[src/nfs_pkg.sv]
// Purpose: Constants and types for the NAND feature and status logic.
// Assumes: One die, two planes, host bus pins synchronised into the core clock by nfs_sync.
// Notes: Feature registers sit at their feature addresses on the register port.
// What this block does
// [RULE1] Pull-down strength from two low bits: 01h three-quarter, 02h half, 03h quarter.
// [RULE2] Pull-down strength resets to full strength, value 00h.
// [RULE3] Read retry: two low bits, 00h disabled default, 01h-03h options.
// [RULE4] Array mode bit 0: 0 normal default, 1 one-time-programmable area.
// [RULE5] Reset command returns array mode to normal.
// [RULE6] The die keeps its own 8-bit status register.
// [RULE7] Plain or enhanced status command enters status output mode.
// [RULE8] Each data output request in status mode returns the status register.
// [RULE9] Asynchronous status follows live while chip enable and read strobe low.
// [RULE10] Synchronous status live when chip enable, direction low and both latches high.
// [RULE11] Synchronous status toggles data strobe while both latch enables high.
// [RULE12] Host sends read mode after polling a transfer to leave status mode.
// [RULE13] Plain status reports this die when last selected, even while busy.
// [RULE14] Host uses enhanced status in multi-die work so one die drives.
// [RULE15] Status mode holds until next valid command that is not a status command; code leaves it on 78h until the row address is taken.
// [RULE16] Host writes zero to reserved bits and uses listed encodings only.
// [RULE17] Status bit 6 is 0 while the die is busy, 1 when ready.
// [RULE18] Status bit 5 is low while any plane runs an array operation.
// [RULE19] Status bit 0 shows last program or erase failure, valid when bit 5 high.
// [RULE20] Plain status ORs plane failures; enhanced reports the addressed plane.
package nfs_pkg;
    // ==========================================================
    // Register map and fields
    localparam logic [7:0] NFS_ADDR_PULLDOWN = 8'h81;
    localparam logic [7:0] NFS_ADDR_RETRY = 8'h89;
    localparam logic [7:0] NFS_ADDR_ARRAY_MODE = 8'h90;
    localparam logic [7:0] NFS_ADDR_STATUS = 8'h70;
    localparam logic [7:0] NFS_FEAT_RESET = 8'h00;
    localparam logic [7:0] NFS_MASK_TWO_BITS = 8'h03;
    localparam logic [7:0] NFS_MASK_ONE_BIT = 8'h01;
    localparam int NFS_SR_WP = 7;
    localparam int NFS_SR_RDY = 6;
    localparam int NFS_SR_ARRAY_READY_BIT = 5;
    localparam int NFS_SR_PREV_OP_ERROR_BIT = 1;
    localparam int NFS_SR_FAIL = 0;
    localparam int NFS_PLANES = 2;
    // ==========================================================
    // Commands
    localparam logic [7:0] NFS_CMD_STATUS = 8'h70;
    localparam logic [7:0] NFS_CMD_STATUS_ENH = 8'h78;
    localparam logic [7:0] NFS_CMD_READ_MODE = 8'h00;
    localparam logic [7:0] NFS_CMD_RESET = 8'hff;
    localparam logic [1:0] NFS_ENH_ROW_CYCLES = 2'h3;

    typedef enum logic [1:0] {
        NFS_IDLE = 2'b00,
        NFS_ENH_ADDR = 2'b01,
        NFS_STATUS_OUT = 2'b10
    } nfs_state_t;

    typedef enum logic [1:0] {
        NFS_PD_FULL = 2'b00,
        NFS_PD_THREE_QUARTER = 2'b01,
        NFS_PD_HALF = 2'b10,
        NFS_PD_QUARTER = 2'b11
    } nfs_pulldown_t;

    // Host bus pins as seen by the core.
    typedef struct packed {
        logic ce_n;
        logic cle;
        logic ale;
        logic we_n;
        logic read_strobe_n;
        logic wr_n;
        logic sync_mode;
        logic [7:0] dq;
    } nfs_bus_t;

    // Die and per-plane array state from the array engine.
    typedef struct packed {
        logic busy;
        logic [NFS_PLANES-1:0] array_busy;
        logic [NFS_PLANES-1:0] fail;
        logic [NFS_PLANES-1:0] prev_op_error_bit;
        logic wp_n;
        logic selected;
    } nfs_array_t;
endpackage : nfs_pkg

[src/nfs_feature_status.sv]
// Purpose: Feature registers and status output for one NAND die.
// Assumes: Host pins are asynchronous and are synchronised here.
// Notes: Commands are taken on the rising edge of the write strobe.
`timescale 1ns/1ps
module nfs_feature_status
    import nfs_pkg::*;
(
    // Clock and reset.
    input wire logic core_clk_in,
    input wire logic sys_rst_in,
    // Register port.
    input wire logic [7:0] reg_addr_in,
    input wire logic [7:0] reg_wdata_in,
    input wire logic reg_wr_in,
    input wire logic reg_rd_in,
    output logic [7:0] reg_rdata_out,
    // Host bus pins.
    input wire nfs_bus_t bus_in,
    // Array engine state.
    input wire nfs_array_t arr_in,
    // Data lines and strobe.
    output logic [7:0] dq_out,
    output logic dq_oe_out,
    output logic dqs_out,
    output logic dqs_oe_out,
    // Feature outputs.
    output logic [1:0] pulldown_strength_out,
    output logic [1:0] read_retry_out,
    output logic otp_mode_out,
    output logic status_mode_out
);
    // ==========================================================
    // Pin synchronisers.
    localparam int BW = $bits(nfs_bus_t);
    // Synchronisers reset to idle pin levels, so no false strobe edge or chip enable follows reset.
    localparam nfs_bus_t BUS_IDLE = '{ce_n: 1'b1, cle: 1'b0, ale: 1'b0, we_n: 1'b1, read_strobe_n: 1'b1,
        wr_n: 1'b1, sync_mode: 1'b0, dq: 8'h00};
    nfs_bus_t bus_s;
    logic [BW-1:0] bus_raw;
    nfs_sync #(.W(BW)) u_sync (
        .core_clk_in(core_clk_in),
        .sys_rst_in(sys_rst_in),
        .d_in(bus_in),
        .rst_val_in(BUS_IDLE),
        .q_out(bus_raw)
    );
    assign bus_s = nfs_bus_t'(bus_raw);

    // ==========================================================
    // Registers.
    logic [7:0] pulldown_q;
    logic [7:0] retry_q;
    logic [7:0] array_mode_q;
    nfs_state_t state_q;
    nfs_state_t state_d;
    logic enhanced_q;
    logic enhanced_d;
    logic plane_q;
    logic plane_d;
    logic [1:0] row_cnt_q;
    logic [1:0] row_cnt_d;
    logic we_prev_q;
    logic dqs_q;
    logic [7:0] dq_q;
    logic dq_oe_q;
    logic [7:0] rdata_q;
    logic [7:0] status_w;

    // ==========================================================
    // Bus cycle decode.
    wire we_rise = bus_s.we_n & ~we_prev_q;
    wire ce_act = ~bus_s.ce_n;
    wire cmd_cycle = ce_act & bus_s.cle & ~bus_s.ale & we_rise;
    wire addr_cycle = ce_act & bus_s.ale & ~bus_s.cle & we_rise;
    wire is_status_cmd = (bus_s.dq == NFS_CMD_STATUS) | (bus_s.dq == NFS_CMD_STATUS_ENH);
    wire is_enh_cmd = (bus_s.dq == NFS_CMD_STATUS_ENH);
    wire is_reset_cmd = cmd_cycle & (bus_s.dq == NFS_CMD_RESET);
    wire in_status = (state_q == NFS_STATUS_OUT);
    // Asynchronous output window.
    wire async_rd = ~bus_s.sync_mode & ce_act & ~bus_s.read_strobe_n;
    // Synchronous status window.
    wire sync_rd = bus_s.sync_mode & ce_act & ~bus_s.wr_n & bus_s.ale & bus_s.cle;
    wire rd_win = in_status & (async_rd | sync_rd);

    // ==========================================================
    // Register writes: reserved bits are kept at zero whatever the host writes.
    wire wr_pd = reg_wr_in & (reg_addr_in == NFS_ADDR_PULLDOWN);
    wire wr_rt = reg_wr_in & (reg_addr_in == NFS_ADDR_RETRY);
    wire wr_am = reg_wr_in & (reg_addr_in == NFS_ADDR_ARRAY_MODE);

    // [RULE2] full strength reset
    always_ff @(posedge core_clk_in) begin
        if (sys_rst_in) begin
            pulldown_q <= NFS_FEAT_RESET;
        end else if (wr_pd) begin
            // [RULE1] two low bits
            pulldown_q <= reg_wdata_in & NFS_MASK_TWO_BITS;
        end
    end

    // [RULE3] retry option decode
    always_ff @(posedge core_clk_in) begin
        if (sys_rst_in) begin
            retry_q <= NFS_FEAT_RESET;
        end else if (wr_rt) begin
            retry_q <= reg_wdata_in & NFS_MASK_TWO_BITS;
        end
    end

    // A reset command arriving with a write wins, since it restores normal access.
    always_ff @(posedge core_clk_in) begin
        if (sys_rst_in) begin
            array_mode_q <= NFS_FEAT_RESET;
        end else if (is_reset_cmd) begin
            // [RULE5] reset to normal
            array_mode_q <= NFS_FEAT_RESET;
        end else if (wr_am) begin
            // [RULE4] bit zero mode
            array_mode_q <= reg_wdata_in & NFS_MASK_ONE_BIT;
        end
    end

    assign pulldown_strength_out = pulldown_q[1:0];
    assign read_retry_out = retry_q[1:0];
    assign otp_mode_out = array_mode_q[0];

    // ==========================================================
    // Status command state machine.
    always_comb begin
        state_d = state_q;
        enhanced_d = enhanced_q;
        plane_d = plane_q;
        row_cnt_d = row_cnt_q;
        case (state_q)
            NFS_IDLE, NFS_STATUS_OUT: begin
                if (cmd_cycle) begin
                    // [RULE15] leave on next command
                    state_d = NFS_IDLE;
                    if (bus_s.dq == NFS_CMD_STATUS) begin
                        // [RULE7] [RULE13] plain status
                        state_d = NFS_STATUS_OUT;
                        enhanced_d = 1'b0;
                    end else if (bus_s.dq == NFS_CMD_STATUS_ENH) begin
                        state_d = NFS_ENH_ADDR;
                        enhanced_d = 1'b1;
                        row_cnt_d = 2'h0;
                    end
                end
            end
            NFS_ENH_ADDR: begin
                if (cmd_cycle) begin
                    // A command mid-address restarts decode, so a status command still takes effect.
                    state_d = ~is_status_cmd ? NFS_IDLE : (is_enh_cmd ? NFS_ENH_ADDR : NFS_STATUS_OUT);
                    enhanced_d = is_enh_cmd;
                    row_cnt_d = 2'h0;
                end else if (addr_cycle) begin
                    // First row cycle carries the plane bit in its low bit.
                    if (row_cnt_q == 2'h0) begin
                        plane_d = bus_s.dq[0];
                    end
                    row_cnt_d = row_cnt_q + 2'h1;
                    if (row_cnt_q + 2'h1 == NFS_ENH_ROW_CYCLES) begin
                        // [RULE7] enhanced status
                        state_d = arr_in.selected ? NFS_STATUS_OUT : NFS_IDLE;
                    end
                end
            end
            default: begin
                state_d = NFS_IDLE;
            end
        endcase
    end

    always_ff @(posedge core_clk_in) begin
        if (sys_rst_in) begin
            state_q <= NFS_IDLE;
            enhanced_q <= 1'b0;
            plane_q <= 1'b0;
            row_cnt_q <= 2'h0;
            we_prev_q <= 1'b1;
        end else begin
            state_q <= state_d;
            enhanced_q <= enhanced_d;
            plane_q <= plane_d;
            row_cnt_q <= row_cnt_d;
            we_prev_q <= bus_s.we_n;
        end
    end

    // ==========================================================
    // [RULE6] own status byte
    nfs_status_mux u_mux (
        .arr_in(arr_in),
        .enhanced_in(enhanced_q),
        .plane_in(plane_q),
        .status_out(status_w)
    );

    // Data lines follow status every cycle of the window, so no read strobe edge is needed.
    always_ff @(posedge core_clk_in) begin
        if (sys_rst_in) begin
            dq_q <= 8'h00;
            dq_oe_q <= 1'b0;
            dqs_q <= 1'b0;
        end else begin
            // [RULE8] [RULE9] [RULE10] live status
            dq_q <= rd_win ? status_w : 8'h00;
            dq_oe_q <= rd_win;
            // [RULE11] strobe toggles
            dqs_q <= (in_status & sync_rd) ? ~dqs_q : 1'b0;
        end
    end

    assign dq_out = dq_q;
    assign dq_oe_out = dq_oe_q;
    assign dqs_out = dqs_q;
    assign dqs_oe_out = dq_oe_q & bus_s.sync_mode;
    assign status_mode_out = in_status;

    // ==========================================================
    // Register reads; unmapped addresses read zero.
    wire [7:0] rd_mux = (reg_addr_in == NFS_ADDR_PULLDOWN) ? pulldown_q :
                        (reg_addr_in == NFS_ADDR_RETRY) ? retry_q :
                        (reg_addr_in == NFS_ADDR_ARRAY_MODE) ? array_mode_q :
                        (reg_addr_in == NFS_ADDR_STATUS) ? status_w : 8'h00;
    always_ff @(posedge core_clk_in) begin
        if (sys_rst_in) begin
            rdata_q <= 8'h00;
        end else begin
            rdata_q <= reg_rd_in ? rd_mux : 8'h00;
        end
    end
    assign reg_rdata_out = rdata_q;
endmodule : nfs_feature_status

[src/nfs_sync.sv]
// Purpose: Two-flop synchroniser for a vector of pins.
// Assumes: Inputs are asynchronous to the core clock.
// Notes: The first stage feeds only the second.
`timescale 1ns/1ps
module nfs_sync #(
    parameter int W = 1
) (
    // Clock and reset.
    input wire logic core_clk_in,
    input wire logic sys_rst_in,
    // Data.
    input wire logic [W-1:0] d_in,
    input wire logic [W-1:0] rst_val_in,
    output logic [W-1:0] q_out
);
    logic [W-1:0] s1_q;
    logic [W-1:0] s2_q;
    // ==========================================================
    // Two stages; reset value is held as a constant by the caller.
    always_ff @(posedge core_clk_in) begin
        if (sys_rst_in) begin
            s1_q <= rst_val_in;
            s2_q <= rst_val_in;
        end else begin
            s1_q <= d_in;
            s2_q <= s1_q;
        end
    end
    assign q_out = s2_q;
endmodule : nfs_sync

[src/nfs_status_mux.sv]
// Purpose: Builds the 8-bit status byte for plain or enhanced status.
// Assumes: Plane failure bits come from the array engine.
// Notes: Purely combinational.
`timescale 1ns/1ps
module nfs_status_mux
    import nfs_pkg::*;
(
    // Array state.
    input wire nfs_array_t arr_in,
    // Selection.
    input wire logic enhanced_in,
    input wire logic plane_in,
    // Status byte.
    output logic [7:0] status_out
);
    wire fail_sel;
    wire prev_op_error_bit_sel;
    wire [7:0] status_w;
    // ==========================================================
    // [RULE20] plane fail select
    assign fail_sel = enhanced_in ? arr_in.fail[plane_in] : (|arr_in.fail);
    assign prev_op_error_bit_sel = enhanced_in ? arr_in.prev_op_error_bit[plane_in] : (|arr_in.prev_op_error_bit);
    // [RULE17] [RULE18] [RULE19] status bits
    assign status_w[NFS_SR_WP] = arr_in.wp_n;
    assign status_w[NFS_SR_RDY] = ~arr_in.busy;
    assign status_w[NFS_SR_ARRAY_READY_BIT] = ~(|arr_in.array_busy);
    assign status_w[4:2] = 3'h0;
    assign status_w[NFS_SR_PREV_OP_ERROR_BIT] = prev_op_error_bit_sel;
    assign status_w[NFS_SR_FAIL] = fail_sel;
    assign status_out = status_w;
endmodule : nfs_status_mux

[config.mk]
export PLATFORM = sky130hd
export DESIGN_NAME = nfs_feature_status
export DESIGN_NICKNAME = d
export VERILOG_FILES = /design/src/nfs_pkg.sv /design/src/nfs_feature_status.sv /design/src/nfs_sync.sv /design/src/nfs_status_mux.sv
export SDC_FILE = /design/constraint.sdc
export NUM_CORES = 1
export LEC_CHECK = 0
export BUFFER_PORTS_ARGS = -buffer_cell sky130_fd_sc_hd__buf_2
export CAP_MARGIN = 20
export CORE_UTILIZATION = 45
export DETAILED_ROUTE_END_ITERATION = 8
export GPL_ROUTABILITY_DRIVEN = 0
export PLACE_DENSITY = 0.75
export SLEW_MARGIN = 20
export SYNTH_ARGS = -nofsm -noshare
export SYNTH_HDL_FRONTEND = slang
export SYNTH_HIERARCHICAL = 1
export SYNTH_SLANG_ARGS = --single-unit
[constraint.sdc]
create_clock -name core_clk_in -period 2 [get_ports core_clk_in]
set_input_delay 0.1 -clock core_clk_in [delete_from_list [all_inputs] [get_ports core_clk_in]]
set_output_delay 0.1 -clock core_clk_in [all_outputs]
set_load 0.05 [all_outputs]
### Word level (Yosys, flattened, before mapping)

Cells that the tools add are included.

| cells by class | value |
|---|---|
| bitwise logic cells | 37 |
| $lt $le $gt $ge | 1 |
| multiplexer cells | 31 |
| equality and inequality tests | 17 |
| add/subtract/negate cells | 1 |
| reduce and logical (&&, ||, !) cells | 17 |

Operator list:

| operator | number |
|---|---|
| 2-bit 2-to-1 mux | 17 |
| 8-bit equality test (second input constant) | 4 |
| 8-bit by 7-bit equality test with 1-bit output (second input constant) | 3 |
| 1-bit bitwise AND | 20 |
| 2-bit OR reduction | 8 |
| 1-bit NOT | 15 |
| 1-bit 2-to-1 mux | 11 |
| 3-bit != test (second input constant) | 3 |
| 2-bit != test (second input constant) | 4 |
| 2-bit one-hot mux with 2 select lines | 2 |
| 4-bit AND reduction | 2 |
| 6-bit OR reduction | 1 |
| 5-bit AND reduction | 1 |
| 5-bit OR reduction | 1 |
| 2-bit equality test (second input constant) | 2 |
| 2-bit logical NOT | 2 |
| 3-bit AND reduction | 1 |
| 2-bit by 1-bit adder with 2-bit output (second input constant) | 1 |
| 2-bit by 1-bit equality test with 1-bit output (second input constant) | 1 |
| 1-bit by 2-bit less-than comparator with 1-bit output (second input constant) | 1 |
| 1-bit bitwise OR | 2 |
| 1-bit one-hot mux with 2 select lines | 1 |
| 2-bit nonzero test | 1 |

| word-level totals | value |
|---|---|
| output and inout bits | 25 |
| flip-flop bits (word level) | 60 |
| input bits | 44 |
| logic and storage cells | 121 |

### Depth between registers and ports, before layout

Gate-level depths: netlist (run 1).

| depth | value |
|---|---|
| word-level depth | 9 |
| gate-level depth with buffers | 5 |
| mapped depth without buffers | 5 |

### By module

The synthesis (run 1) kept the hierarchy.

Modules (own cells, without submodules):

| module | area each (um^2) | instances | cells each | sequential area each (um^2) |
|---|---|---|---|---|
| nfs_feature_status | 1271.2 | 1 | 132 | 600.6 |
| nfs_sync | 1084.8 | 1 | 63 | 600.6 |
| nfs_status_mux | 95.1 | 1 | 15 | 0.0 |

### Least setup slack after synthesis (run 1)

Ideal clock, no wire load.

| path | value |
|---|---|
| path type | reg2reg |
| start point | register state_q[1] |
| end point | register dq_q[0] (netlist: dq_out[0]) |
| required time | 1.941 ns |
| setup time | 0.059 ns |
| period minus slack after synthesis | 1.824 ns |
| path slack | 0.176 ns |
| stages on the path, launching flop included | 5 |
| arrival time | 1.765 ns |
| buffers on the path | 0 |
| cells stage by stage | dfxtp_1 > nor2b_1 > nand2_1 > a21oi_2 > and2_1 |

| between the ends | value |
|---|---|
| longest elaborated chain between the ends | 4 |

RTL lines:

| item | line | text |
|---|---|---|
| start, declared | nfs_feature_status.sv:54 | `nfs_state_t state_q;` |
| start signal, assigned | nfs_feature_status.sv:182 | `state_q <= state_d;` |
| 2-bit equality test | nfs_feature_status.sv:78 | `wire in_status = (state_q == NFS_STATUS_OUT);` |
| named net status_mode_out | nfs_feature_status.sv:30 | `output logic status_mode_out` |
| 1-bit bitwise AND | nfs_feature_status.sv:83 | `wire rd_win = in_status & (async_rd \| sync_rd);` |
| 1-bit NOT (no source line) | -- |  |
| 2-bit OR reduction (no source line) | -- |  |
| end signal, assigned | nfs_feature_status.sv:207 | `dq_q <= rd_win ? status_w : 8'h00;` |
| end, declared | nfs_feature_status.sv:64 | `logic [7:0] dq_q;` |

The timed path passes the listed nets, and every way through them passes these cells.
A chain may end at the register's enable or synchronous reset.

### Final worst setup path (run 1)

| path | value |
|---|---|
| start point | register u_sync.s2_q[14] (netlist: u_sync/q_out[14]) |
| end point | register state_q[1] |

| between the ends | value |
|---|---|
| longest elaborated chain between the ends | 6 |
| elaborated cells between the ends (all ways) | 13 |
| those cells by class | eq/ne (3); mux (2); bitwise (7); reduce/logical (1) |

RTL lines:

| item | line | text |
|---|---|---|
| start, declared | nfs_sync.sv:17 | `logic [W-1:0] s2_q;` |
| start signal, assigned | nfs_sync.sv:23 | `s2_q <= rst_val_in;` |
| start signal, assigned | nfs_sync.sv:26 | `s2_q <= s1_q;` |
| 1-bit NOT * | nfs_feature_status.sv:72 | `wire ce_act = ~bus_s.ce_n;` |
| 1-bit bitwise AND, on equally long branches (3 in a row) | nfs_feature_status.sv:73, nfs_feature_status.sv:74 |  |
| 3-bit != test (no source line), or another cell as far along | -- |  |
| 3-bit AND reduction (no source line) / 2-bit one-hot mux with 2 select lines (equally long branches) | -- |  |

Mark *: on every way between the ends. The rest lies on a longest branch, timed or not.

==> impl_metrics.py, run 1 <==
metrics = {
    "yosys": {
        "synth-seq-cells": 60,
        "synth_top_area_share_pct": 49.0,
        "synthCells": 210,
        "ys.flop_type": "dfxtp_1",
        "synth_edf_count": 0,
        "ys_seq_area_share_pct": 49.0,
        "synthArstFlopShare_pct": 0,
        "synth_area_um2": 2450,
        "avgSynthCellArea_um2": 11.7,
        "yosysWarnings": 6,
        "synth_top_cell_by_area": "dfxtp_1",
        "synth_cell_types": 41,
        "synthTopCellsByArea": "dfxtp_1 49%, mux2_4 18%, and2_1 4.3%",
    },
    "grt": {
        "grt_pass1_wl_mm": 6.40,
        "grtUsageTotal_pct": 15.6,
        "grt_overflow": 0,
        "grt_pass1_vias": 1643,
        "grt_max_degree": 24,
        "antenna_found_initial": 0,
    },
    "setup_path": {
        "worst-path-buf-inv": 0,
        "crit_path_start": "u_sync/q_out[14]$_DFF_P_",
        "rrSetupSlack_ns": 0.48,
        "r2r_cells": 4,
        "crit_path_start_kind": "flop",
        "crit_arrival_ns": 1.80,
        "endpoint": "state_q[1]$_SDFFE_PP0P_",
        "slowest_delay_ns": 0.44,
        "endpoint_kind": "flop",
        "worstSetupPathType": "reg -> reg",
        "r2r_start": "u_sync/q_out[14]$_DFF_P_",
        "r2r-end": "state_q[1]$_SDFFE_PP0P_",
        "path_cells": "nor3b_1 -> nand2_1 -> o22ai_1 -> o221a_2",
        "required_ns": 2.28,
        "slowest_stage": "nor3b_1",
        "cp.depth": 4,
        "cp_top_family": "simple AND/OR/NAND/NOR gates",
        "cp_max_fo": 5,
    },
    "placed_design": {
        "dp_slack_ns": 0.514,
        "port_buffers": 62,
        "dp_hpwl_mm": 2.93,
    },
    "timing": {
        "worst_slack_ns": 0.477,
        "rsz0062_at_grt": "no",
        "slew_violations": 0,
        "relSlewSlack_pct": 66.1,
        "fin_skew_ns": 0.00607,
        "max_freq_ghz": 0.657,
        "hold_viol": 0,
        "period_minus_slack_ns": 1.52,
        "setup_viol_count_final": 0,
        "fin_crit_sh_pct": 76.1,
        "finalSetupTns_ns": 0,
        "tightest_slew_ns": 0.507,
    },
    "routing": {
        "drt_iter0_drc": 24,
        "vias": 1754,
        "drcViolationCount": 0,
        "routed_wl_mm": 4.04,
        "via_per_inst": 4.43,
        "drt_first_pass_iters": 4,
        "ant_nets": 0,
        "routedWlPerCell_um": 10.2,
    },
    "clock_network": {
        "clk_latency_ns": 0.33,
        "htree_levels": 3,
        "clockBufferDepth": 2,
        "cts_buffers": 9,
        "cts-root-buf": "clkbuf_8",
        "cts_tree": "yes",
        "clkTransAtPathRegs_ns": 0.06,
        "clock_sinks": 60,
        "cts_resized": 0,
    },
    "pwr": {
        "p_int_mw": 2.09,
        "pwr-share-seq_pct": 48.1,
        "p_sw_share_pct": 21.0,
        "combinationalPowerShare_pct": 8.5,
        "p_clk_share_pct": 43.5,
        "leakagePower_nw": 1.60,
        "netSwitchingPower_mw": 0.557,
        "finalPower_mw": 2.65,
        "powerDensity_nw_per_um2": 810,
        "vdd_drop_max_uv": 514,
    },
    "floorplan": {
        "design.core.area_um2": 5170,
        "start_util_pct": 47.4,
        "die_area_um2": 5750,
        "pin_count": 69,
        "die_w_um": 75.8,
        "row_count": 26,
        "die_height_um": 75.8,
    },
    "final_layout": {
        "layout.nets": 367,
        "layout-drive-gt1-share_pct": 35.3,
        "synthToLayoutAreaGrowth_pct": 33.4,
        "num_antenna_cells": 0,
    },
    "status": {
        "run_status": "finished clean",
    },
    "run": {
        "drv_cap": 0,
    },
    "min_path": {
        "hp-class": "in -> reg",
    },
}
power by group through the flow:
stage	sequential (mW)	combinational, mW	clock, mW
after floorplan	1.29	0.153	0
after global placement	1.30	0.192	0
after detailed placement	1.30	0.198	0
after CTS	1.27	0.223	1.19
after global routing	1.28	0.245	1.24
final	1.27	0.224	1.15
synth_stat cells (2+ instances only):
library cell,count
a21oi_1,5
a2bb2oi_1,2
and2_1,17
buf_4,6
buf_6,3
conb_1,3
dfxtp_1,60
ha_1,2
inv_1,5
mux2_4,30
mux2i_1,9
nand2_1,8
nand2b_1,2
nand3_1,4
nand4_1,6
nand4b_1,2
nor2_1,11
nor2b_1,5
nor3_1,7
nor3b_1,2
worst reg2reg max path, stage by stage (launching register included):
cell     delay, ns
dfxtp_1       0.33
nor3b_1       0.44
nand2_1       0.26
o22ai_1       0.23
o221a_2       0.21
per-stage QoR:
| stage | instance area [um2] | util [%] | instances | hold slack, ns |
|---|---|---|---|---|
| 5_1_grt | 3270 | 63.2 | 396 | 0.0432 |
| 6_report | 3270 | 63.2 | 396 | 0.0261 |
| 2_1_floorplan | 2560 | - | 240 | 0.243 |
| 4_1_cts | 3270 | 63.2 | 396 | 0.0129 |
| 3_5_place_dp | 2890 | 55.9 | 364 | 0.317 |
| 3_3_place_gp | 2890 | 55.9 | 364 | 0.318 |
timing repair:
| action | in CTS | in global routing |
|---|---|---|
| hold buffers | 16 | 0 |
| setup endpoints to repair | 0 | 0 |
| endpoints found under the hold margin | 17 | 0 |
| buffers inserted | 0 | 0 |
worst min path at each step:
stage | from | endpoint | slack (ns) | cells after the start
final | reg_wdata_in[1] | retry_q[1]$_SDFFE_PP0P_ | 0.03 | 3
after global routing | reg_wdata_in[1] | retry_q[1]$_SDFFE_PP0P_ | 0.04 | 3
after CTS | reg_wdata_in[1] | retry_q[1]$_SDFFE_PP0P_ | 0.01 | 3
after detailed placement | arr_in[1] | dq_out[7]$_SDFF_PP0_ | 0.32 | 2
after global placement | arr_in[1] | reg_rdata_out[7]$_SDFF_PP0_ | 0.32 | 2
after floorplan | bus_in[0] | u_sync/s1_q[0]$_DFF_P_ | 0.24 | 1
per-layer routing:
layer / vias up / track usage [%] / share of wire, %
met4: 0 / 10.5 / 2.1
met5: - / 0 / 0
met2: 52 / 29.2 / 51
met1: 766 / 13.9 / 42
met3: 7 / 5.56 / 5.3
li1: 929 / - / -
cells in the final DEF, fill, tap and decap left out, types with 4 or more instances in the layout:
| cell | count |
|---|---|
| conb_1 | 33 |
| dlygate4sd3_1 | 16 |
| nor2_1 | 11 |
| dfxtp_1 | 60 |
| mux2_4 | 30 |
| a21oi_1 | 5 |
| and2_1 | 17 |
| mux2i_1 | 9 |
| nand3_1 | 4 |
| inv_1 | 5 |
| nor2b_1 | 5 |
| nor3_1 | 7 |
| buf_2 | 62 |
| nand4_1 | 6 |
| nand2_1 | 8 |
| clkbuf_8 | 9 |
logic make-up after synthesis:
kind of cell | after synthesis | share of synthesized area [%]
AO/OA/AOI/OAI | 21 | 6.74
adder cells (fa/ha/maj) | 2 | 1.02
buffers and inverters | 15 | 4.19
flip-flops | 60 | 49.0
multiplexers | 39 | 22.1
other | 3 | 0.459
AND/OR/NAND/NOR | 70 | 16.5
flip-flops by register name, indices dropped and copies added (netlist names):
signal         count
array_mode_q       1
dq_oe_out          1
dq_out             8
dqs_out            1
enhanced_q         1
plane_q            1
pulldown_q         2
reg_rdata_out      8
retry_q            2
row_cnt_q          2
state_q            2
u_sync/q_out      15
u_sync/s1_q       15
we_prev_q          1
cell type report:
class                           count  area, um2
Multi-Input combinational cell    165       1260
Fill cell                         430       1900
Clock buffer                       10        128
Clock inverter                      6       88.8
Inverter                            5       18.8
Sequential cell                    60       1200
Tap cell                           70       87.6
Timing Repair Buffer               80        485
(Power assumes the default switching activity.)
==> run 2: changes to the inputs <==
--- a/config.mk
+++ b/config.mk
@@ -10,7 +10,7 @@
 export CORE_UTILIZATION = 45
 export DETAILED_ROUTE_END_ITERATION = 8
 export GPL_ROUTABILITY_DRIVEN = 0
-export PLACE_DENSITY = 0.75
+export PLACE_DENSITY = 0.78
 export SLEW_MARGIN = 20
 export SYNTH_ARGS = -nofsm -noshare
 export SYNTH_HDL_FRONTEND = slang
==> constraint.sdc (replaced) <==
create_clock -name core_clk_in -period 1.3 [get_ports core_clk_in]
set_input_delay 0.065 -clock core_clk_in [delete_from_list [all_inputs] [get_ports core_clk_in]]
set_output_delay 0.065 -clock core_clk_in [all_outputs]
set_load 0.05 [all_outputs]
==> run 2 against run 1 <==
Compared with the run above:
- the run now ends with setup timing left
- wire length rose by 18%
- critical path type unchanged
- global-route usage rose by 2.9 points
- first-iteration DRC count rose by 100%
- cell count rose by 3.5%
- highest routed layer unchanged
- non-clock buffer count rose by 14
- core utilization rose by 3.4 points
- sequential share of layout area fell by 1.9 points
==> impl_metrics.py, run 2 (same netlist as run 1, synthesis figures left out) <==
metrics = {
    "status": {
        "run_status": "complete, but fails checks",
        "violations": "setup timing",
    },
    "setup_path": {
        "rrSetupSlack_ns": -0.09,
        "worstSetupPathType": "reg -> reg",
        "endpoint_kind": "flop",
        "crit_path_start_kind": "flop",
        "crit_arrival_ns": 1.59,
        "slowest_stage": "or4_4",
        "path_cells": "or4_4 -> nor3_2 -> nand2b_1 -> a211oi_2",
        "cp_max_fo": 5,
        "r2r_cells": 4,
        "required_ns": 1.50,
        "slowest_delay_ns": 0.58,
    },
    "timing": {
        "fin_skew_ns": 0.00686,
        "whs_ns": 0.0264,
        "finalSetupTns_ns": -0.332,
        "rsz0062_at_grt": "yes",
        "period_minus_slack_ns": 1.39,
        "setup_viol_count_final": 6,
        "max_freq_ghz": 0.721,
        "slew_violations": 0,
        "worst_slack_ns": -0.0877,
        "fin_crit_sh_pct": 107,
        "hold_viol": 0,
    },
    "placed_design": {
        "dp.cells": 375,
        "dp_hpwl_mm": 3.37,
        "port_buffers": 62,
    },
    "pwr": {
        "leakagePower_nw": 1.69,
        "p_int_mw": 3.39,
        "p_clk_share_pct": 45.1,
        "powerDensity_nw_per_um2": 1240,
        "netSwitchingPower_mw": 0.861,
        "vdd_drop_max_uv": 1050,
        "p_sw_share_pct": 20.2,
        "combinationalPowerShare_pct": 8.8,
        "pwr-share-seq_pct": 46.1,
    },
    "clock_network": {
        "clk_latency_ns": 0.33,
        "cts_tree": "yes",
        "clkTransAtPathRegs_ns": 0.06,
        "clock_sinks": 60,
        "cts-root-buf": "clkbuf_8",
        "cts_buffers": 9,
        "htree_levels": 3,
        "clockBufferDepth": 2,
    },
    "final_layout": {
        "synthToLayoutAreaGrowth_pct": 40.5,
        "fin_util_pct": 66.6,
        "layout-drive-gt1-share_pct": 40.0,
        "fill_cells": 409,
        "most-common-layout-cells": "61 x buf_2, 60 x dfxtp_1, 33 x conb_1",
        "layout.nets": 381,
        "num_antenna_cells": 0,
        "layout_commonest_cell": "buf_2",
        "final-instance-count-excl-fill": 410,
        "multi_input_area_um2": 1300,
        "area.sequential_um2": 1200,
    },
    "grt": {
        "grt_max_degree": 25,
        "grtUsageTotal_pct": 18.5,
        "antenna_found_initial": 0,
        "grt_pass1_wl_mm": 7.72,
        "grt_overflow": 0,
        "grt_pass1_vias": 1922,
    },
    "routing": {
        "ant_nets": 0,
        "drt_iter0_drc": 49,
        "routedWlPerCell_um": 11.6,
        "vias": 1917,
        "drcViolationCount": 0,
        "routed_wl_mm": 4.77,
        "drt_first_pass_iters": 4,
        "via_per_inst": 4.68,
    },
    "run": {
        "drv_cap": 0,
    },
    "floorplan": {
        "die_area_um2": 5750,
        "die_w_um": 75.8,
        "row_count": 26,
        "start_util_pct": 47.4,
        "design.core.area_um2": 5170,
        "pin_count": 69,
        "die_height_um": 75.8,
    },
    "min_path": {
        "hp-class": "in -> reg",
        "min_path_cells": 3,
    },
}
## run 2: changes by cell type in the layout (fill, tap and decap cells not counted), sizes merged
| cell | previous run | this run |
|---|---|---|
| dlygate4sd3 | 16 | 18 |
| clkinv | 2 | 0 |
| buf | 64 | 75 |
| clkinvlp | 2 | 1 |
| clkbuf | 10 | 14 |
## run 2: final cells by class
cell class                      count  share of cell area (%)
Timing Repair Buffer               94                    17.4
Inverter                            5                   0.545
Sequential cell                    60                    34.9
Clock buffer                       13                    4.90
Multi-Input combinational cell    165                    37.8
Clock inverter                      3                    1.96
Tap cell                           70                    2.54
## run 2: path summary, 6_finish.rpt
kind	startpoint	endpoint
worst max register to register	u_sync/q_out[1]$_DFF_P_	enhanced_q$_SDFFE_PP0P_
worst min-delay path	arr_in[8]	reg_rdata_out[6]$_SDFF_PP0_
worst max-delay path	u_sync/q_out[1]$_DFF_P_	enhanced_q$_SDFFE_PP0P_
worst min register to register	dqs_out$_SDFF_PP0_	dqs_out$_SDFF_PP0_
## run 2: timing repair
action / CTS / global route
cloned: 0 / 0
hold endpoints to repair: 20 / 0
resized for setup: 3 / 6
hold buffers: 18 / 0
pin swaps: 5 / 3
endpoints found under the setup margin: 5 / 13
setup buffers: 0 / 1
## run 2: per-stage QoR
| step | power, mW | worst slack (ns) | area [um2] |
|---|---|---|---|
| final | 4.26 | -0.0877 | 3440 |
| after global routing | 4.41 | -0.160 | 3440 |
| after CTS | 4.28 | -0.0867 | 3420 |
| after detailed placement | 2.32 | -0.0835 | 2990 |
| after global placement | 2.31 | -0.0515 | 2990 |
| after floorplan | 2.23 | -0.0159 | 2580 |
## run 2: metal layers
metal  vias up  part of all wire, %  track usage [%]
met4         0                  2.5             11.5
met1       894                   39             17.5
met5         -                    0                0
met3        12                  5.4             4.37
li1        955                    -                -
met2        56                   53             35.6
## run 2: worst max-delay path, delay by kind of cell, from the launching register on
kind	cells	cell delay, ns
and+or+nand+nor	3	0.89
AOI/OAI and AO/OA	1	0.06
DFF	1	0.31
## run 2: power by group through the flow
stage / Sequential [mW] / Combinational, mW / Clock [mW]
final: 1.96 / 0.373 / 1.92
after global routing: 1.97 / 0.406 / 2.04
after CTS: 1.96 / 0.366 / 1.95
after detailed placement: 2.00 / 0.322 / 0
after global placement: 2.00 / 0.310 / 0
after floorplan: 1.99 / 0.236 / 0
